File: src/logic/rss_pkg.sv
// Constants shared by the reset source sequencer and its helpers.
// Assumes a single 50 MHz system clock and an 8-bit special function register port.
package rss_pkg;

  // Special function register addresses
  localparam logic [7:0] RSS_LVD_ADDR   = 8'hE7;
  localparam logic [7:0] RSS_SWRST_ADDR = 8'hF7;
  localparam logic [7:0] RSS_WDOG_ADDR  = 8'hFF;
  localparam logic [7:0] RSS_REG_RESET  = 8'h00;
  localparam logic [7:0] RSS_RD_ZERO    = 8'h00;

  // Field positions
  localparam int RSS_SWRST_TRIG_BIT = 0;
  localparam int RSS_WDOG_EN_BIT    = 7;

  // Clock and time figures
  localparam longint RSS_CLK_HZ     = 64'd50_000_000;
  localparam longint RSS_POR_DIP_MS = 64'd200;
  localparam longint RSS_POR_DIP_CYC = (RSS_CLK_HZ * RSS_POR_DIP_MS + 64'd999) / 64'd1000;
  localparam int     RSS_LONG_EXP   = 17;
  localparam int     RSS_SHORT_EXP  = 15;
  localparam int     RSS_LONG_CYC   = 1 << RSS_LONG_EXP;
  localparam int     RSS_SHORT_CYC  = 1 << RSS_SHORT_EXP;

  // Positions of the asynchronous inputs in the synchroniser bundle
  localparam int RSS_SYNC_W     = 6;
  localparam int RSS_IX_EXT     = 0;
  localparam int RSS_IX_LOW1V   = 1;
  localparam int RSS_IX_ABOVE2V = 2;
  localparam int RSS_IX_DIP     = 3;
  localparam int RSS_IX_ALVD    = 4;
  localparam int RSS_IX_DLVD    = 5;

  typedef enum logic [2:0] {
    RSS_ST_RUN   = 3'b001,
    RSS_ST_HOLD  = 3'b010,
    RSS_ST_COUNT = 3'b100
  } rss_state_e;

endpackage : rss_pkg

File: src/logic/rss_sequencer.sv
// Reset source sequencer: gathers reset sources, stretches the reset,
// drives the pin pull-up and oscillator halt, and flags low supplies.
// Assumes analog comparators deliver asynchronous levels and the
// configuration straps and watchdog timeout are on the mclk domain.
`timescale 1ns/1ps
`default_nettype none

module rss_sequencer
  import rss_pkg::*;
#(
  parameter int     LONG_CYC    = rss_pkg::RSS_LONG_CYC,
  parameter int     SHORT_CYC   = rss_pkg::RSS_SHORT_CYC,
  parameter longint POR_DIP_CYC = rss_pkg::RSS_POR_DIP_CYC
) (
  // Clock, reset, enable
  input  wire logic       mclk,
  input  wire logic       rst_n,
  input  wire logic       ce,
  // Special function register port
  input  wire logic [7:0] sfr_addr,
  input  wire logic       sfr_wr,
  input  wire logic       sfr_rd,
  input  wire logic [7:0] sfr_wdata,
  output logic      [7:0] sfr_rdata_q,
  // Reset pin and supply comparators (asynchronous)
  input  wire logic       ext_rst_pin,
  input  wire logic       digital_supply_below_1v,
  input  wire logic       digital_supply_above_2v,
  input  wire logic       supply_dip_below,
  input  wire logic       analog_supply_low,
  input  wire logic       digital_supply_low,
  // Configuration and watchdog (mclk domain)
  input  wire logic       hw_config_first_wdog_en,
  input  wire logic       hw_config_second_dip_en,
  input  wire logic       wdog_timeout,
  // Reset and supply outputs
  output logic            sys_rst_q,
  output logic            pins_pull_high_q,
  output logic            osc_halt_q,
  output logic            lvd_irq_analog_q,
  output logic            lvd_irq_digital_q,
  output logic      [7:0] low_voltage_detect_control_q
);
  import rss_pkg::*;

  localparam int CNT_W = $clog2(LONG_CYC > SHORT_CYC ? LONG_CYC : SHORT_CYC) + 1;
  localparam int DIP_W = $clog2(POR_DIP_CYC + 1) + 1;
  localparam logic [CNT_W-1:0] LONG_LOAD  = CNT_W'(LONG_CYC - 1);
  localparam logic [CNT_W-1:0] SHORT_LOAD = CNT_W'(SHORT_CYC - 1);
  localparam logic [DIP_W-1:0] DIP_LIMIT  = DIP_W'(POR_DIP_CYC);

  function automatic logic sfr_hit(input logic [7:0] addr, input logic [7:0] target);
    sfr_hit = (addr == target);
  endfunction : sfr_hit

  // Registers
  logic [7:0]       software_reset_control_q;
  logic [7:0]       watchdog_control_q;
  rss_state_e       state_q;
  rss_state_e       state_d;
  logic             por_arm_q;
  logic [DIP_W-1:0] dip_cnt_q;
  logic             len_short_q;
  logic             ext_prev_q;
  logic             por_prev_q;
  logic             dip_prev_q;
  logic             alvd_prev_q;
  logic             dlvd_prev_q;

  // Synchronised levels
  logic [RSS_SYNC_W-1:0] async_bus;
  logic [RSS_SYNC_W-1:0] syn;

  always_comb begin
    async_bus                 = '0;
    async_bus[RSS_IX_EXT]     = ext_rst_pin;
    async_bus[RSS_IX_LOW1V]   = digital_supply_below_1v;
    async_bus[RSS_IX_ABOVE2V] = digital_supply_above_2v;
    async_bus[RSS_IX_DIP]     = supply_dip_below;
    async_bus[RSS_IX_ALVD]    = analog_supply_low;
    async_bus[RSS_IX_DLVD]    = digital_supply_low;
  end

  rss_sync3 #(
    .W (RSS_SYNC_W)
  ) u_sync (
    .mclk     (mclk),
    .rst_n    (rst_n),
    .ce       (ce),
    .async_in (async_bus),
    .level_q  (syn)
  );

  // Decoding
  wire wr_lvd   = sfr_wr & sfr_hit(sfr_addr, RSS_LVD_ADDR);
  wire wr_swrst = sfr_wr & sfr_hit(sfr_addr, RSS_SWRST_ADDR);
  wire wr_wdog  = sfr_wr & sfr_hit(sfr_addr, RSS_WDOG_ADDR);
  wire rd_lvd   = sfr_hit(sfr_addr, RSS_LVD_ADDR);
  wire rd_swrst = sfr_hit(sfr_addr, RSS_SWRST_ADDR);
  wire rd_wdog  = sfr_hit(sfr_addr, RSS_WDOG_ADDR);
  // Undefined addresses read as zero
  wire [7:0] rd_mux = rd_lvd   ? low_voltage_detect_control_q :
                      rd_swrst ? software_reset_control_q :
                      rd_wdog  ? watchdog_control_q : RSS_RD_ZERO;

  // Reset sources
  wire ext_hi  = syn[RSS_IX_EXT];
  wire dip_en  = hw_config_second_dip_en;
  wire sw_trig = wr_swrst & sfr_wdata[RSS_SWRST_TRIG_BIT];
  wire wd_trig = wdog_timeout & hw_config_first_wdog_en & watchdog_control_q[RSS_WDOG_EN_BIT];
  wire por_hold = por_arm_q & ~dip_en;
  wire dip_hold = dip_en & syn[RSS_IX_DIP];
  wire hold_any = ext_hi | por_hold | dip_hold;
  wire pulse_trig = sw_trig | wd_trig;
  wire dip_long = (dip_cnt_q >= DIP_LIMIT);

  wire new_long  = (ext_hi & ~ext_prev_q) | (por_hold & ~por_prev_q) | pulse_trig;
  wire new_short = dip_hold & ~dip_prev_q;
  wire short_sel = new_long ? 1'b0 : (new_short ? 1'b1 : len_short_q);

  logic             cnt_load;
  logic [CNT_W-1:0] cnt_val;
  logic             cnt_done;

  always_comb begin
    state_d  = state_q;
    cnt_load = 1'b0;
    case (state_q)
      RSS_ST_RUN: begin
        if (hold_any) begin
          state_d = RSS_ST_HOLD;
        end else if (pulse_trig) begin
          state_d  = RSS_ST_COUNT;
          cnt_load = 1'b1;
        end
      end
      RSS_ST_HOLD: begin
        if (!hold_any) begin
          state_d  = RSS_ST_COUNT;
          cnt_load = 1'b1;
        end
      end
      RSS_ST_COUNT: begin
        if (hold_any) begin
          state_d = RSS_ST_HOLD;
        end else if (pulse_trig) begin
          cnt_load = 1'b1;
        end else if (cnt_done) begin
          state_d = RSS_ST_RUN;
        end
      end
      default: begin
        state_d = RSS_ST_HOLD;
      end
    endcase
  end

  assign cnt_val = short_sel ? SHORT_LOAD : LONG_LOAD;

  rss_stretch #(
    .W (CNT_W)
  ) u_stretch (
    .mclk     (mclk),
    .rst_n    (rst_n),
    .ce       (ce),
    .load     (cnt_load),
    .load_val (cnt_val),
    .done     (cnt_done)
  );

  // Sequencer state; rst_n stands for power arriving
  always_ff @(posedge mclk) begin
    if (!rst_n) begin
      state_q     <= RSS_ST_HOLD;
      len_short_q <= 1'b0;
      ext_prev_q  <= 1'b0;
      por_prev_q  <= 1'b1;
      dip_prev_q  <= 1'b0;
    end else if (ce) begin
      state_q     <= state_d;
      len_short_q <= short_sel;
      ext_prev_q  <= ext_hi;
      por_prev_q  <= por_hold;
      dip_prev_q  <= dip_hold;
    end
  end

  always_ff @(posedge mclk) begin
    if (!rst_n) begin
      por_arm_q <= 1'b1;
      dip_cnt_q <= '0;
    end else if (ce) begin
      if (!syn[RSS_IX_LOW1V]) begin
        dip_cnt_q <= '0;
      end else if (!dip_long) begin
        dip_cnt_q <= dip_cnt_q + 1'b1;
      end
      // Rearm wins over release; short dips never rearm
      if (dip_long) begin
        por_arm_q <= 1'b1;
      end else if (syn[RSS_IX_ABOVE2V]) begin
        por_arm_q <= 1'b0;
      end
    end
  end

  // Registers and read data
  always_ff @(posedge mclk) begin
    if (!rst_n) begin
      low_voltage_detect_control_q <= RSS_REG_RESET;
      software_reset_control_q     <= RSS_REG_RESET;
      watchdog_control_q           <= RSS_REG_RESET;
      sfr_rdata_q                  <= RSS_RD_ZERO;
    end else if (ce) begin
      if (wr_lvd) begin
        low_voltage_detect_control_q <= sfr_wdata;
      end
      if (wr_swrst) begin
        software_reset_control_q <= sfr_wdata;
      end else if (state_q == RSS_ST_COUNT && state_d == RSS_ST_RUN) begin
        // Trigger bit self-clears when the reset completes
        software_reset_control_q <= RSS_REG_RESET;
      end
      if (wr_wdog) begin
        watchdog_control_q <= sfr_wdata;
      end
      if (sfr_rd) begin
        sfr_rdata_q <= rd_mux;
      end
    end
  end

  // Reset and pull-up outputs follow the next state so pins track reset exactly
  always_ff @(posedge mclk) begin
    if (!rst_n) begin
      sys_rst_q         <= 1'b1;
      pins_pull_high_q  <= 1'b1;
      osc_halt_q        <= 1'b0;
      lvd_irq_analog_q  <= 1'b0;
      lvd_irq_digital_q <= 1'b0;
      alvd_prev_q       <= 1'b0;
      dlvd_prev_q       <= 1'b0;
    end else if (ce) begin
      sys_rst_q         <= (state_d != RSS_ST_RUN);
      pins_pull_high_q  <= (state_d != RSS_ST_RUN);
      osc_halt_q        <= ext_hi;
      alvd_prev_q       <= syn[RSS_IX_ALVD];
      dlvd_prev_q       <= syn[RSS_IX_DLVD];
      lvd_irq_analog_q  <= syn[RSS_IX_ALVD] & ~alvd_prev_q;
      lvd_irq_digital_q <= syn[RSS_IX_DLVD] & ~dlvd_prev_q;
    end
  end
endmodule : rss_sequencer
`default_nettype wire

File: src/logic/rss_stretch.sv
// Down counter that stretches a reset for a loaded number of cycles.
// Assumes the owner loads length minus one and watches the done flag.
`timescale 1ns/1ps
`default_nettype none
module rss_stretch #(
  parameter int W = 18
) (
  // Clock, reset, enable
  input  wire logic         mclk,
  input  wire logic         rst_n,
  input  wire logic         ce,
  // Control
  input  wire logic         load,
  input  wire logic [W-1:0] load_val,
  output logic              done
);
  logic [W-1:0] cnt_q;

  assign done = (cnt_q == '0);

  always_ff @(posedge mclk) begin
    if (!rst_n) begin
      cnt_q <= '0;
    end else if (ce) begin
      if (load) begin
        cnt_q <= load_val;
      end else if (!done) begin
        cnt_q <= cnt_q - 1'b1;
      end
    end
  end
endmodule : rss_stretch
`default_nettype wire

File: src/logic/rss_sync3.sv
// Three-stage synchroniser for a bundle of asynchronous levels.
// Assumes inputs come from pins or analog comparators outside the clock domain.
`timescale 1ns/1ps
`default_nettype none
module rss_sync3 #(
  parameter int W = 1
) (
  // Clock, reset, enable
  input  wire logic         mclk,
  input  wire logic         rst_n,
  input  wire logic         ce,
  // Levels
  input  wire logic [W-1:0] async_in,
  output logic      [W-1:0] level_q
);
  logic [W-1:0] s1_q;
  logic [W-1:0] s2_q;
  logic [W-1:0] s3_q;

  genvar i;
  generate
    for (i = 0; i < W; i++) begin : g_bit
      // Accept a change only once stages two and three agree
      always_ff @(posedge mclk) begin
        if (!rst_n) begin
          s1_q[i]    <= 1'b0;
          s2_q[i]    <= 1'b0;
          s3_q[i]    <= 1'b0;
          level_q[i] <= 1'b0;
        end else if (ce) begin
          s1_q[i] <= async_in[i];
          s2_q[i] <= s1_q[i];
          s3_q[i] <= s2_q[i];
          if (s2_q[i] == s3_q[i]) begin
            level_q[i] <= s3_q[i];
          end
        end
      end
    end
  endgenerate
endmodule : rss_sync3
`default_nettype wire

File: config.mk
export PLATFORM = sky130hd
export DESIGN_NAME = rss_sequencer
export DESIGN_NICKNAME = d
export VERILOG_FILES = /design/src/logic/rss_pkg.sv /design/src/logic/rss_sequencer.sv /design/src/logic/rss_stretch.sv /design/src/logic/rss_sync3.sv
export SDC_FILE = /design/constraint.sdc
export NUM_CORES = 1
export LEC_CHECK = 0
export BUFFER_PORTS_ARGS = -buffer_cell sky130_fd_sc_hd__buf_2
export CAP_MARGIN = 20
export CELL_PAD_IN_SITES_DETAIL_PLACEMENT = 2
export CELL_PAD_IN_SITES_GLOBAL_PLACEMENT = 2
export CORE_MARGIN = 10
export CORE_UTILIZATION = 39
export CTS_CLUSTER_DIAMETER = 60
export CTS_CLUSTER_SIZE = 30
export DETAILED_ROUTE_END_ITERATION = 7
export GPL_ROUTABILITY_DRIVEN = 0
export PLACE_DENSITY_LB_ADDON = 0.1
export RECOVER_POWER = 25
export SLEW_MARGIN = 20
export SYNTH_ARGS = -nofsm -noshare
export SYNTH_HDL_FRONTEND = slang
export SYNTH_SLANG_ARGS = --single-unit
File: constraint.sdc
create_clock -name mclk -period 4.8 [get_ports mclk]
set_input_delay 0.24 -clock mclk [delete_from_list [all_inputs] [get_ports mclk]]
set_output_delay 0.24 -clock mclk [all_outputs]
set_load 0.005 [all_outputs]
==> flow_results.xml, run 1 <==
<?xml version="1.0" encoding="UTF-8"?>
<metrics>
  <group name="outcome">
    <metric name="outcome" unit="">complete, no violations</metric>
  </group>
  <group name="synth">
    <metric name="share_of_synthesized_area_occupied_by_flip_flops_and_latches" unit="%">43.0</metric>
    <metric name="asr_flop_ratio_synth" unit="%">0</metric>
    <metric name="synthCells" unit="">598</metric>
    <metric name="netlist.top_cell.by_area" unit="">sky130_fd_sc_hd__dfxtp_1</metric>
    <metric name="synthSimpleGateAreaFrac" unit="%">22.1</metric>
    <metric name="postSynth.topFlopCell" unit="">sky130_fd_sc_hd__dfxtp_1</metric>
    <metric name="largest_family_of_logic_cells_by_synthesized_area" unit="">simple AND/OR/NAND/NOR gates</metric>
    <metric name="synth_area_per_cell" unit="um2">8.72</metric>
    <metric name="synth.area.top_cells" unit="">sky130_fd_sc_hd__dfxtp_1, sky130_fd_sc_hd__mux2i_1, sky130_fd_sc_hd__a21oi_1, sky130_fd_sc_hd__nor2_1, sky130_fd_sc_hd__nand2_1</metric>
    <metric name="mappedNetlistNets" unit="">631</metric>
    <metric name="edff_count_synth" unit="">0</metric>
    <metric name="yosys.area_share.xor_xnor" unit="%">2.02</metric>
    <metric name="synthMuxAreaShare" unit="%">8.67</metric>
    <metric name="arithmetic_cell_share_of_the_synthesized_area_counting_full_adders_half_adders_and_majority_gates" unit="%">0.720</metric>
    <metric name="synth_warnings" unit="">0</metric>
    <metric name="synth-compound-area-share" unit="%">19.5</metric>
    <metric name="synth.ff_latch_count" unit="">112</metric>
    <metric name="syn-cell-area" unit="um2">5210</metric>
    <metric name="post-synth-top-area-fraction" unit="%">43.0</metric>
    <metric name="ys_types" unit="">57</metric>
  </group>
  <group name="timing">
    <metric name="final_min_period_over_clock_period" unit="%">54.9</metric>
    <metric name="maxClockFrequency" unit="GHz">0.379</metric>
    <metric name="clock_skew" unit="ps">9.77</metric>
    <metric name="drv_slew" unit="">0</metric>
    <metric name="period_minus_slack" unit="ps">2640</metric>
    <metric name="hold_violations" unit="">0</metric>
    <metric name="rsz0062_at_grt" unit="">false</metric>
    <metric name="timing.max_slew.rel_slack" unit="%">31.4</metric>
    <metric name="timing_worst_slew_pin_value" unit="ps">1020</metric>
    <metric name="final.setup.tns" unit="ps">0</metric>
    <metric name="finalSetupViolations" unit="">0</metric>
  </group>
  <group name="placed_design">
    <metric name="io_buffer_count" unit="">50</metric>
    <metric name="detailedPlacementHpwl" unit="um">10800</metric>
  </group>
  <group name="worst_setup_path">
    <metric name="regToRegSetupSlack" unit="ps">2350</metric>
    <metric name="crit_path_cell_trace" unit="">clkbuf_1, and3_1, nand4_1, or4b_1, mux2i_1</metric>
    <metric name="worst-endpoint-arrival" unit="ps">2890</metric>
    <metric name="worstPathMaxFanout" unit="">21</metric>
    <metric name="cp_capture_type" unit="">flip-flop</metric>
    <metric name="cp_slowest_stage_delay" unit="ps">720</metric>
    <metric name="setup.worst_path.class" unit="">in -&gt; reg</metric>
    <metric name="slowest_library_cell_on_the_worst_path" unit="">sky130_fd_sc_hd__or4b_1</metric>
    <metric name="cp-start-kind" unit="">input pin</metric>
    <metric name="worst-endpoint-required" unit="ps">5050</metric>
  </group>
  <group name="route">
    <metric name="remaining_drc_errors" unit="">0</metric>
    <metric name="drt_pass1_iterations" unit="">4</metric>
    <metric name="detail-route-antenna-nets" unit="">0</metric>
    <metric name="post_drt_via_cell_ratio" unit="">5.78</metric>
    <metric name="vias" unit="">4673</metric>
    <metric name="wire_per_inst" unit="um">19.2</metric>
    <metric name="routed_wirelength" unit="um">15500</metric>
    <metric name="detail_route.iter0.violations" unit="">202</metric>
  </group>
  <group name="grt">
    <metric name="initial_antenna_violation_count" unit="">0</metric>
    <metric name="via_count_of_the_first_global_routing_pass" unit="">5072</metric>
    <metric name="grt_first_pass_wirelength" unit="um">25900</metric>
    <metric name="overflow" unit="">0</metric>
    <metric name="maximum_number_of_pins_on_one_net_before_global_route_repair" unit="">77</metric>
    <metric name="global_route.usage.total" unit="%">17.4</metric>
  </group>
  <group name="final_layout">
    <metric name="design.final.nets" unit="">660</metric>
    <metric name="final_layout_size_suffix_gt1_share" unit="%">9.18</metric>
    <metric name="fillCellCount" unit="">1494</metric>
    <metric name="mostFrequentLayoutCell" unit="">sky130_fd_sc_hd__dfxtp_1</metric>
    <metric name="synthToLayoutAreaGrowth" unit="%">11.5</metric>
    <metric name="most-common-layout-cells" unit="">sky130_fd_sc_hd__dfxtp_1, sky130_fd_sc_hd__nor2_1, sky130_fd_sc_hd__a21oi_1</metric>
    <metric name="num_antenna_cells" unit="">0</metric>
  </group>
  <group name="clock_tree">
    <metric name="cts_inserted_buffers" unit="">9</metric>
    <metric name="cts_setup_buffers" unit="">0</metric>
    <metric name="post_cts.resized_instances" unit="">0</metric>
    <metric name="cts_root_buf" unit="">sky130_fd_sc_hd__clkbuf_16</metric>
    <metric name="path_clk_slew" unit="ps">80</metric>
    <metric name="holdBufCountCts" unit="">0</metric>
    <metric name="clock_sink_count" unit="">112</metric>
    <metric name="later_pin_clock_latency_in_the_skew_report" unit="ps">370</metric>
    <metric name="clock_path_buffers" unit="">2</metric>
    <metric name="clock_tree_from_tritoncts" unit="">built</metric>
    <metric name="cts_htree_levels" unit="">3</metric>
  </group>
  <group name="floorplanning">
    <metric name="start_util" unit="%">39.5</metric>
    <metric name="die_area" unit="um2">18400</metric>
    <metric name="chipWidth" unit="um">136</metric>
    <metric name="die_height" unit="um">136</metric>
    <metric name="io_pins" unit="">51</metric>
    <metric name="std_cell_rows" unit="">42</metric>
    <metric name="core_region_area" unit="um2">13200</metric>
  </group>
  <group name="power">
    <metric name="power.ir.vdd_worst" unit="mV">0.201</metric>
    <metric name="ratio_of_total_power_to_cell_area" unit="nW/um2">344</metric>
    <metric name="power.leakage" unit="nW">2.10</metric>
    <metric name="p_total" unit="mW">2.00</metric>
  </group>
  <group name="job">
    <metric name="cap_viol_max_count" unit="">0</metric>
  </group>
  <group name="min_path">
    <metric name="hold_removal_path_class" unit="">in -&gt; reg</metric>
  </group>
</metrics>
path summary, 6_finish.rpt:
kind / depth (start not counted) / start / end
worst max register to register: 5 / dip_cnt_q[16] / dip_cnt_q[6]
worst min register to register: 2 / u_sync.s3_q[2] / u_sync.level_q[2]
worst min-delay path: 3 / ext_rst_pin / u_sync.s1_q[0]
worst max-delay path: 5 / ce / dip_cnt_q[17]
cell type report:
class,instances,area (um2),share of cell area (%)
tap,176,220,3.79
sequential,112,2240,38.6
clock inverter,7,65.1,1.12
timing repair buffer,54,251,4.33
inverter,12,45.0,0.775
multi-input combinational,438,2760,47.5
clock buffer,9,225,3.87
logic make-up (layout without fill, tap and decap cells):
group	Yosys count	in the layout
XOR/XNOR	12	12
AND/OR/NAND/NOR	222	222
adder cells (fa/ha/maj)	3	3
buffers and inverters	48	82
flip-flops	112	112
AO/OA/AOI/OAI	156	156
multiplexers	45	45
cells in the mapped netlist (2+ instances only):
| cell | instances |
|---|---|
| sky130_fd_sc_hd__dfxtp_1 | 112 |
| sky130_fd_sc_hd__nor2_1 | 70 |
| sky130_fd_sc_hd__a21oi_1 | 53 |
| sky130_fd_sc_hd__mux2i_1 | 44 |
| sky130_fd_sc_hd__nand2_1 | 44 |
| sky130_fd_sc_hd__clkbuf_1 | 26 |
| sky130_fd_sc_hd__o21ai_0 | 25 |
| sky130_fd_sc_hd__o31ai_1 | 21 |
| sky130_fd_sc_hd__or4_1 | 19 |
| sky130_fd_sc_hd__nand3_1 | 15 |
| sky130_fd_sc_hd__nand4_1 | 15 |
| sky130_fd_sc_hd__inv_1 | 12 |
| sky130_fd_sc_hd__nor3_1 | 11 |
| sky130_fd_sc_hd__a22o_1 | 8 |
| sky130_fd_sc_hd__a22oi_1 | 8 |
| sky130_fd_sc_hd__xor2_1 | 8 |
| sky130_fd_sc_hd__o211ai_1 | 7 |
| sky130_fd_sc_hd__or3_1 | 7 |
| sky130_fd_sc_hd__a211oi_1 | 6 |
| sky130_fd_sc_hd__and2_1 | 6 |
| sky130_fd_sc_hd__buf_1 | 6 |
| sky130_fd_sc_hd__a21o_1 | 5 |
| sky130_fd_sc_hd__and3_1 | 5 |
| sky130_fd_sc_hd__nand2b_1 | 4 |
| sky130_fd_sc_hd__nor2b_1 | 4 |
| sky130_fd_sc_hd__o2111ai_1 | 4 |
| sky130_fd_sc_hd__o21a_1 | 4 |
| sky130_fd_sc_hd__xnor2_1 | 4 |
| sky130_fd_sc_hd__a31oi_1 | 3 |
| sky130_fd_sc_hd__and4_1 | 3 |
| sky130_fd_sc_hd__buf_6 | 3 |
| sky130_fd_sc_hd__ha_1 | 3 |
| sky130_fd_sc_hd__nor4_1 | 3 |
| sky130_fd_sc_hd__or4b_1 | 3 |
| sky130_fd_sc_hd__and4b_1 | 2 |
| sky130_fd_sc_hd__nand4b_1 | 2 |
| sky130_fd_sc_hd__o21ai_1 | 2 |
| sky130_fd_sc_hd__o311a_1 | 2 |
critical path, delay by kind of cell:
family                 cells  cell delay, ps
muxes                      1             150
buffers and inverters      1             630
and+or+nand+nor            3            1870
layer usage:
metal  share of wire [%]  up-vias  GRT usage, %
met4                 1.1        0          4.19
met1                  43     2348          19.9
met5                   0        -             0
met2                  53       49          31.2
met3                 2.8       11          4.56
li1                    -     2265             -
registers in the layout, indices dropped and copies added, names as in the netlist, 3 cells and up:
register / cells
u_sync.level_q: 6
low_voltage_detect_control_q: 8
u_sync.s2_q: 6
software_reset_control_q: 8
watchdog_control_q: 8
u_sync.s1_q: 6
state_q: 3
dip_cnt_q: 25
sfr_rdata_q: 8
u_sync.s3_q: 6
u_stretch.cnt_q: 18
per-stage QoR:
step	setup slack (ps)	util, %	area (um2)	hold slack (ps)	cells
2_1_floorplan	2660	-	5210	366	598
3_3_place_gp	2300	42.0	5540	441	791
3_5_place_dp	2160	42.0	5540	454	791
4_1_cts	2340	44.2	5830	94.6	807
5_1_grt	1840	44.1	5810	114	808
6_report	2160	44.1	5810	103	808
power by group:
group | switching (mW) | internal [mW] | total, mW
Sequential | 0.0363 | 0.961 | 0.997
Combinational | 0.156 | 0.0881 | 0.244
Clock | 0.394 | 0.364 | 0.758
Total | 0.586 | 1.41 | 2.00
(Power assumes the default switching activity.)
==> run 2, diff against run 1 <==
--- a/config.mk
+++ b/config.mk
@@ -10,7 +10,7 @@
 export CELL_PAD_IN_SITES_DETAIL_PLACEMENT = 2
 export CELL_PAD_IN_SITES_GLOBAL_PLACEMENT = 2
 export CORE_MARGIN = 10
-export CORE_UTILIZATION = 39
+export CORE_UTILIZATION = 33
 export CTS_CLUSTER_DIAMETER = 60
 export CTS_CLUSTER_SIZE = 30
 export DETAILED_ROUTE_END_ITERATION = 7
==> constraint.sdc (replaced) <==
create_clock -name mclk -period 2.2 [get_ports mclk]
set_input_delay 0.11 -clock mclk [delete_from_list [all_inputs] [get_ports mclk]]
set_output_delay 0.11 -clock mclk [all_outputs]
set_load 0.005 [all_outputs]
==> flow_results.xml, run 2 (synthesis results as in run 1) <==
<?xml version="1.0" encoding="UTF-8"?>
<metrics>
  <group name="outcome">
    <metric name="outcome" unit="">complete, but fails checks</metric>
    <metric name="violations_in_the_final_reports" unit="">setup timing</metric>
  </group>
  <group name="grt">
    <metric name="overflow" unit="">0</metric>
    <metric name="grt_first_pass_wirelength" unit="um">29100</metric>
    <metric name="global_route.usage.total" unit="%">16.4</metric>
    <metric name="via_count_of_the_first_global_routing_pass" unit="">5513</metric>
    <metric name="initial_antenna_violation_count" unit="">0</metric>
    <metric name="maximum_number_of_pins_on_one_net_before_global_route_repair" unit="">36</metric>
  </group>
  <group name="floorplanning">
    <metric name="start_util" unit="%">34.0</metric>
    <metric name="die_area" unit="um2">21200</metric>
    <metric name="std_cell_rows" unit="">45</metric>
    <metric name="core_region_area" unit="um2">15300</metric>
    <metric name="chipWidth" unit="um">146</metric>
    <metric name="die_height" unit="um">146</metric>
    <metric name="io_pins" unit="">51</metric>
  </group>
  <group name="final_layout">
    <metric name="synthToLayoutAreaGrowth" unit="%">24.6</metric>
    <metric name="multi_input_comb_area" unit="um2">2890</metric>
    <metric name="largest_reg_flops" unit="">25</metric>
    <metric name="top_register" unit="">dip_cnt_q</metric>
    <metric name="layout.area.seq" unit="um2">2240</metric>
    <metric name="largestRegisters" unit="">dip_cnt_q (25), u_stretch.cnt_q (18)</metric>
    <metric name="design.final.nets" unit="">719</metric>
    <metric name="fillCellCount" unit="">1775</metric>
    <metric name="num_antenna_cells" unit="">0</metric>
    <metric name="most-common-layout-cells" unit="">sky130_fd_sc_hd__dfxtp_1, sky130_fd_sc_hd__nor2_1, sky130_fd_sc_hd__buf_4</metric>
    <metric name="final_layout_size_suffix_gt1_share" unit="%">19.2</metric>
    <metric name="mostFrequentLayoutCell" unit="">sky130_fd_sc_hd__dfxtp_1</metric>
  </group>
  <group name="clock_tree">
    <metric name="clock_path_buffers" unit="">2</metric>
    <metric name="cts_htree_levels" unit="">3</metric>
    <metric name="clock_sink_count" unit="">112</metric>
    <metric name="cts_root_buf" unit="">sky130_fd_sc_hd__clkbuf_16</metric>
    <metric name="cts_inserted_buffers" unit="">9</metric>
    <metric name="clock_tree_from_tritoncts" unit="">built</metric>
    <metric name="path_clk_slew" unit="ps">80</metric>
    <metric name="later_pin_clock_latency_in_the_skew_report" unit="ps">360</metric>
  </group>
  <group name="route">
    <metric name="top_layer" unit="">met4</metric>
    <metric name="met2RoutedLength" unit="um">8990</metric>
    <metric name="met3WireLength" unit="um">419</metric>
    <metric name="remaining_drc_errors" unit="">0</metric>
    <metric name="m1WireLength" unit="um">7630</metric>
    <metric name="post_drt_via_cell_ratio" unit="">5.47</metric>
    <metric name="detail_route.iter0.violations" unit="">186</metric>
    <metric name="vias" unit="">4931</metric>
    <metric name="drt_pass1_iterations" unit="">5</metric>
    <metric name="routed_wirelength" unit="um">17300</metric>
    <metric name="detail-route-antenna-nets" unit="">0</metric>
    <metric name="wire_per_inst" unit="um">19.1</metric>
  </group>
  <group name="worst_setup_path">
    <metric name="worst-endpoint-arrival" unit="ps">2600</metric>
    <metric name="r2r_start" unit="">dip_cnt_q[18]</metric>
    <metric name="slowest_library_cell_on_the_worst_path" unit="">sky130_fd_sc_hd__or4_4</metric>
    <metric name="cp-startpoint" unit="">dip_cnt_q[18]</metric>
    <metric name="regToRegSetupSlack" unit="ps">-110</metric>
    <metric name="worstPathMaxFanout" unit="">21</metric>
    <metric name="r2r-end" unit="">dip_cnt_q[20]</metric>
    <metric name="timing.reg2reg.worst_path_depth" unit="">6</metric>
    <metric name="critPathMostFrequentCell" unit="">sky130_fd_sc_hd__or4_4</metric>
    <metric name="cp_capture_type" unit="">flip-flop</metric>
    <metric name="crit_path_cell_trace" unit="">o311a_1, or4_4, o221a_4, buf_12, or4_4, a21oi_1</metric>
    <metric name="cp-start-kind" unit="">flip-flop</metric>
    <metric name="cp_slowest_stage_delay" unit="ps">510</metric>
    <metric name="setup.worst_path.class" unit="">reg -&gt; reg</metric>
    <metric name="worst-endpoint-required" unit="ps">2490</metric>
  </group>
  <group name="timing">
    <metric name="rsz0062_at_grt" unit="">true</metric>
    <metric name="period_minus_slack" unit="ps">2310</metric>
    <metric name="timing_worst_slew_pin_value" unit="ps">1070</metric>
    <metric name="drv_slew" unit="">0</metric>
    <metric name="hold_violations" unit="">0</metric>
    <metric name="clock_skew" unit="ps">6.76</metric>
    <metric name="whs" unit="ps">3.91</metric>
    <metric name="timing.max_slew.rel_slack" unit="%">28.4</metric>
    <metric name="maxClockFrequency" unit="GHz">0.433</metric>
    <metric name="finalSetupViolations" unit="">16</metric>
    <metric name="final_critical_path_setup_slack" unit="ps">-108</metric>
    <metric name="final_min_period_over_clock_period" unit="%">105</metric>
    <metric name="final.setup.tns" unit="ps">-1300</metric>
  </group>
  <group name="placed_design">
    <metric name="io_buffer_count" unit="">50</metric>
    <metric name="detailedPlacementHpwl" unit="um">12400</metric>
  </group>
  <group name="power">
    <metric name="clockPowerShare" unit="%">38.3</metric>
    <metric name="power.switching_fraction" unit="%">28.2</metric>
    <metric name="power.leakage" unit="nW">2.43</metric>
    <metric name="power.ir.vdd_worst" unit="mV">0.397</metric>
    <metric name="share_comb_of_total_power" unit="%">14.6</metric>
    <metric name="ratio_of_total_power_to_cell_area" unit="nW/um2">711</metric>
    <metric name="sequentialPowerShare" unit="%">47.1</metric>
    <metric name="intPower" unit="mW">3.32</metric>
    <metric name="total_switching_power" unit="mW">1.30</metric>
  </group>
  <group name="job">
    <metric name="cap_viol_max_count" unit="">0</metric>
  </group>
  <group name="min_path">
    <metric name="hold_start" unit="">sfr_wdata[6]</metric>
    <metric name="hold_removal_path_class" unit="">in -&gt; reg</metric>
    <metric name="worstHoldPathCells" unit="">2</metric>
    <metric name="timing.hold.worst_endpoint" unit="">software_reset_control_q[6]</metric>
  </group>
</metrics>
## run 2: worst max-delay path: cells and delay by family (launching register included)
family	cells	cell delay, ps
DFF	1	330
buffers and inverters	1	170
and+or+nand+nor	2	950
AOI/OAI and AO/OA	3	800
## run 2: layer usage
metal  vias to the layer above  track usage [%]
li1                       2375                -
met1                      2497             19.3
met2                        45             29.1
met3                        14             3.26
met4                         0             5.01
met5                         -                0
## run 2: worst max path at each step
stage / endpoint / slack, ps / cells past startpoint
6_report: dip_cnt_q[20] / -110 / 6
5_1_grt: dip_cnt_q[13] / -160 / 6
4_1_cts: dip_cnt_q[20] / -110 / 6
3_5_place_dp: dip_cnt_q[16] / -170 / 6
3_3_place_gp: dip_cnt_q[20] / -50 / 6
2_1_floorplan: dip_cnt_q[12] / 60 / 6
## run 2: layout make-up
class                           count  area share, %
Multi-Input combinational cell    438           44.4
Tap cell                          211           4.07
Sequential cell                   112           34.5
Clock inverter                      6           1.12
Inverter                           12          0.694
Timing Repair Buffer              113           11.5
Clock buffer                       10           3.68
## run 2: repair_timing
item,in CTS,in global routing
hold buffers,10,0
gates resized for setup,7,24
hold endpoints to repair,10,0
setup endpoints to repair,18,42
pin swaps,16,5
setup buffers,0,1
## run 2: power by group through the flow
stage               Sequential, mW  Combinational (mW)  Clock (mW)
floorplan                     2.20               0.394           0
global placement              2.21               0.614           0
detailed placement            2.22               0.641           0
CTS                           2.17               0.660        1.83
global route                  2.19               0.754        1.92
finish                        2.17               0.676        1.77
## run 2: through the flow
stage | power [mW] | utilization [%] | setup WS [ps] | area (um2) | std cells
2_1_floorplan | 2.59 | - | 55.8 | 5210 | 598
4_1_cts | 4.66 | 41.9 | -105 | 6420 | 901
3_3_place_gp | 2.83 | 39.1 | -50.8 | 5980 | 875
5_1_grt | 4.86 | 42.4 | -158 | 6490 | 902
3_5_place_dp | 2.86 | 39.1 | -171 | 5980 | 875
6_report | 4.62 | 42.4 | -108 | 6490 | 902
==> run 3, diff against run 2 <==
--- a/config.mk
+++ b/config.mk
@@ -7,16 +7,17 @@
 export LEC_CHECK = 0
 export BUFFER_PORTS_ARGS = -buffer_cell sky130_fd_sc_hd__buf_2
 export CAP_MARGIN = 20
-export CELL_PAD_IN_SITES_DETAIL_PLACEMENT = 2
-export CELL_PAD_IN_SITES_GLOBAL_PLACEMENT = 2
+export CELL_PAD_IN_SITES_DETAIL_PLACEMENT = 1
+export CELL_PAD_IN_SITES_GLOBAL_PLACEMENT = 1
 export CORE_MARGIN = 10
-export CORE_UTILIZATION = 33
+export CORE_UTILIZATION = 40
 export CTS_CLUSTER_DIAMETER = 60
 export CTS_CLUSTER_SIZE = 30
 export DETAILED_ROUTE_END_ITERATION = 7
 export GPL_ROUTABILITY_DRIVEN = 0
 export PLACE_DENSITY_LB_ADDON = 0.1
 export RECOVER_POWER = 25
+export REMOVE_ABC_BUFFERS = 1
 export SLEW_MARGIN = 20
 export SYNTH_ARGS = -nofsm -noshare
 export SYNTH_HDL_FRONTEND = slang
==> flow_results.xml, run 3 (synthesis results as in run 1) <==
<?xml version="1.0" encoding="UTF-8"?>
<metrics>
  <group name="outcome">
    <metric name="outcome" unit="">complete, but fails checks</metric>
    <metric name="violations_in_the_final_reports" unit="">setup timing</metric>
  </group>
  <group name="timing">
    <metric name="timing.max_slew.rel_slack" unit="%">31.1</metric>
    <metric name="clock_skew" unit="ps">12.0</metric>
    <metric name="hold_violations" unit="">0</metric>
    <metric name="maxClockFrequency" unit="GHz">0.433</metric>
    <metric name="period_minus_slack" unit="ps">2310</metric>
    <metric name="final_critical_path_setup_slack" unit="ps">-109</metric>
    <metric name="timing_worst_slew_pin_value" unit="ps">1020</metric>
    <metric name="final.setup.tns" unit="ps">-1290</metric>
    <metric name="drv_slew" unit="">0</metric>
    <metric name="rsz0062_at_grt" unit="">true</metric>
    <metric name="final_min_period_over_clock_period" unit="%">105</metric>
    <metric name="finalSetupViolations" unit="">18</metric>
  </group>
  <group name="min_path">
    <metric name="worstHoldPathCells" unit="">2</metric>
    <metric name="hold_start" unit="">sfr_wdata[4]</metric>
    <metric name="timing.hold.worst_endpoint" unit="">software_reset_control_q[4]</metric>
    <metric name="hold_removal_path_class" unit="">in -&gt; reg</metric>
  </group>
  <group name="clock_tree">
    <metric name="clock_tree_from_tritoncts" unit="">built</metric>
    <metric name="path_clk_slew" unit="ps">80</metric>
    <metric name="cts_inserted_buffers" unit="">9</metric>
    <metric name="cts_htree_levels" unit="">3</metric>
    <metric name="later_pin_clock_latency_in_the_skew_report" unit="ps">360</metric>
    <metric name="cts_root_buf" unit="">sky130_fd_sc_hd__clkbuf_16</metric>
    <metric name="clock_sink_count" unit="">112</metric>
    <metric name="clock_path_buffers" unit="">2</metric>
  </group>
  <group name="route">
    <metric name="remaining_drc_errors" unit="">0</metric>
    <metric name="detail_route.iter0.violations" unit="">213</metric>
    <metric name="detail-route-antenna-nets" unit="">0</metric>
    <metric name="wire_per_inst" unit="um">18.0</metric>
    <metric name="routed_wirelength" unit="um">15400</metric>
    <metric name="post_drt_via_cell_ratio" unit="">5.65</metric>
    <metric name="vias" unit="">4844</metric>
    <metric name="drt_pass1_iterations" unit="">4</metric>
  </group>
  <group name="worst_setup_path">
    <metric name="regToRegSetupSlack" unit="ps">-110</metric>
    <metric name="r2r_start" unit="">dip_cnt_q[16]</metric>
    <metric name="r2r-end" unit="">dip_cnt_q[22]</metric>
    <metric name="cp.buffers_inverters" unit="">1</metric>
    <metric name="timing.reg2reg.worst_path_depth" unit="">6</metric>
    <metric name="worstPathMaxFanout" unit="">11</metric>
    <metric name="critPathMostFrequentCell" unit="">sky130_fd_sc_hd__or4_4</metric>
    <metric name="cp_slowest_stage_delay" unit="ps">520</metric>
    <metric name="worst-endpoint-arrival" unit="ps">2610</metric>
    <metric name="cp-start-kind" unit="">flip-flop</metric>
    <metric name="slowest_library_cell_on_the_worst_path" unit="">sky130_fd_sc_hd__or4_4</metric>
    <metric name="worst-endpoint-required" unit="ps">2500</metric>
    <metric name="cp_capture_type" unit="">flip-flop</metric>
    <metric name="crit_path_cell_trace" unit="">o311a_1, or4_4, o221a_4, buf_12, or4_4, a21oi_2</metric>
    <metric name="setup.worst_path.class" unit="">reg -&gt; reg</metric>
    <metric name="cpLargestDelayFamily" unit="">simple AND/OR/NAND/NOR gates</metric>
  </group>
  <group name="floorplanning">
    <metric name="io_pins" unit="">51</metric>
    <metric name="start_util" unit="%">41.1</metric>
    <metric name="die_area" unit="um2">18000</metric>
    <metric name="chipWidth" unit="um">134</metric>
    <metric name="die_height" unit="um">134</metric>
    <metric name="std_cell_rows" unit="">41</metric>
    <metric name="core_region_area" unit="um2">12700</metric>
  </group>
  <group name="final_layout">
    <metric name="design.final.nets" unit="">714</metric>
    <metric name="fillCellCount" unit="">1506</metric>
    <metric name="num_antenna_cells" unit="">0</metric>
    <metric name="end_of_flow_core_utilization" unit="%">50.7</metric>
    <metric name="final_layout_size_suffix_gt1_share" unit="%">19.8</metric>
    <metric name="largest_reg_flops" unit="">25</metric>
    <metric name="top_register" unit="">dip_cnt_q</metric>
    <metric name="mostFrequentLayoutCell" unit="">sky130_fd_sc_hd__dfxtp_1</metric>
    <metric name="synthToLayoutAreaGrowth" unit="%">23.3</metric>
    <metric name="most-common-layout-cells" unit="">sky130_fd_sc_hd__dfxtp_1, sky130_fd_sc_hd__nor2_1, sky130_fd_sc_hd__a21oi_1</metric>
    <metric name="largestRegisters" unit="">dip_cnt_q (25), u_stretch.cnt_q (18)</metric>
  </group>
  <group name="grt">
    <metric name="via_count_of_the_first_global_routing_pass" unit="">5160</metric>
    <metric name="global_route.usage.total" unit="%">17.4</metric>
    <metric name="initial_antenna_violation_count" unit="">0</metric>
    <metric name="maximum_number_of_pins_on_one_net_before_global_route_repair" unit="">59</metric>
    <metric name="grt_first_pass_wirelength" unit="um">26000</metric>
    <metric name="overflow" unit="">0</metric>
  </group>
  <group name="placed_design">
    <metric name="io_buffer_count" unit="">50</metric>
    <metric name="detailedPlacementHpwl" unit="um">10300</metric>
  </group>
  <group name="power">
    <metric name="share_comb_of_total_power" unit="%">14.1</metric>
    <metric name="intPower" unit="mW">3.15</metric>
    <metric name="power.leakage" unit="nW">2.45</metric>
    <metric name="power.switching_fraction" unit="%">28.4</metric>
    <metric name="p_total" unit="mW">4.40</metric>
    <metric name="power.ir.vdd_worst" unit="mV">0.566</metric>
    <metric name="ratio_of_total_power_to_cell_area" unit="nW/um2">685</metric>
    <metric name="total_switching_power" unit="mW">1.25</metric>
    <metric name="sequentialPowerShare" unit="%">49.5</metric>
    <metric name="clockPowerShare" unit="%">36.4</metric>
  </group>
  <group name="job">
    <metric name="cap_viol_max_count" unit="">0</metric>
  </group>
</metrics>
## run 3: final cells by class
class                   instances  area, um2  area share [%]
clock buffers                  10        229            3.56
clock inverters                 6       50.0           0.779
inverters                      12       45.0           0.701
multi-input cells             438       2880            44.8
flip-flops and latches        112       2240            34.9
well taps                     172        215            3.35
repair buffers                108        766            11.9
## run 3: power by group through the flow
stage                     clock network, mW  registers (mW)  logic [mW]
final                                  1.60            2.18       0.622
after global routing                   1.74            2.19       0.700
after CTS                              1.66            2.17       0.618
after detailed placement                  0            2.22       0.595
after global placement                    0            2.22       0.577
after floorplan                           0            2.20       0.355
## run 3: metal layers
metal	up-vias	wire [um]	global-route usage (%)
met5	-	0	0
met4	0	163	5.08
met3	9	474	4.03
met2	58	7660	30.0
met1	2398	7110	21.1
li1	2379	-	-
## run 3: repair_timing
action,4_1_cts,5_1_grt
endpoints found under the setup margin,16,38
gates resized for setup,7,23
cloned,1,0
endpoints found under the hold margin,12,0
hold buffers,12,0
buffers inserted,4,1
pin swaps,10,9
## run 3: how the worst max path moves through the flow
stage | slack (ps) | to | cells after the start | start
floorplan | -30 | dip_cnt_q[17] | 5 | dip_cnt_q[16]
global placement | -10 | dip_cnt_q[7] | 6 | dip_cnt_q[16]
detailed placement | -110 | dip_cnt_q[10] | 6 | dip_cnt_q[16]
CTS | -70 | dip_cnt_q[10] | 6 | dip_cnt_q[18]
global route | -160 | dip_cnt_q[15] | 6 | dip_cnt_q[16]
finish | -110 | dip_cnt_q[22] | 6 | dip_cnt_q[16]
## run 3: per-stage QoR
stage	setup WS, ps	instance area (um2)	hold WS [ps]	instances
2_1_floorplan	-26.1	5050	182	562
3_3_place_gp	-9.63	5850	346	824
3_5_place_dp	-115	5850	361	824
4_1_cts	-71.0	6340	16.9	857
5_1_grt	-159	6420	41.6	858
6_report	-109	6420	34.7	858
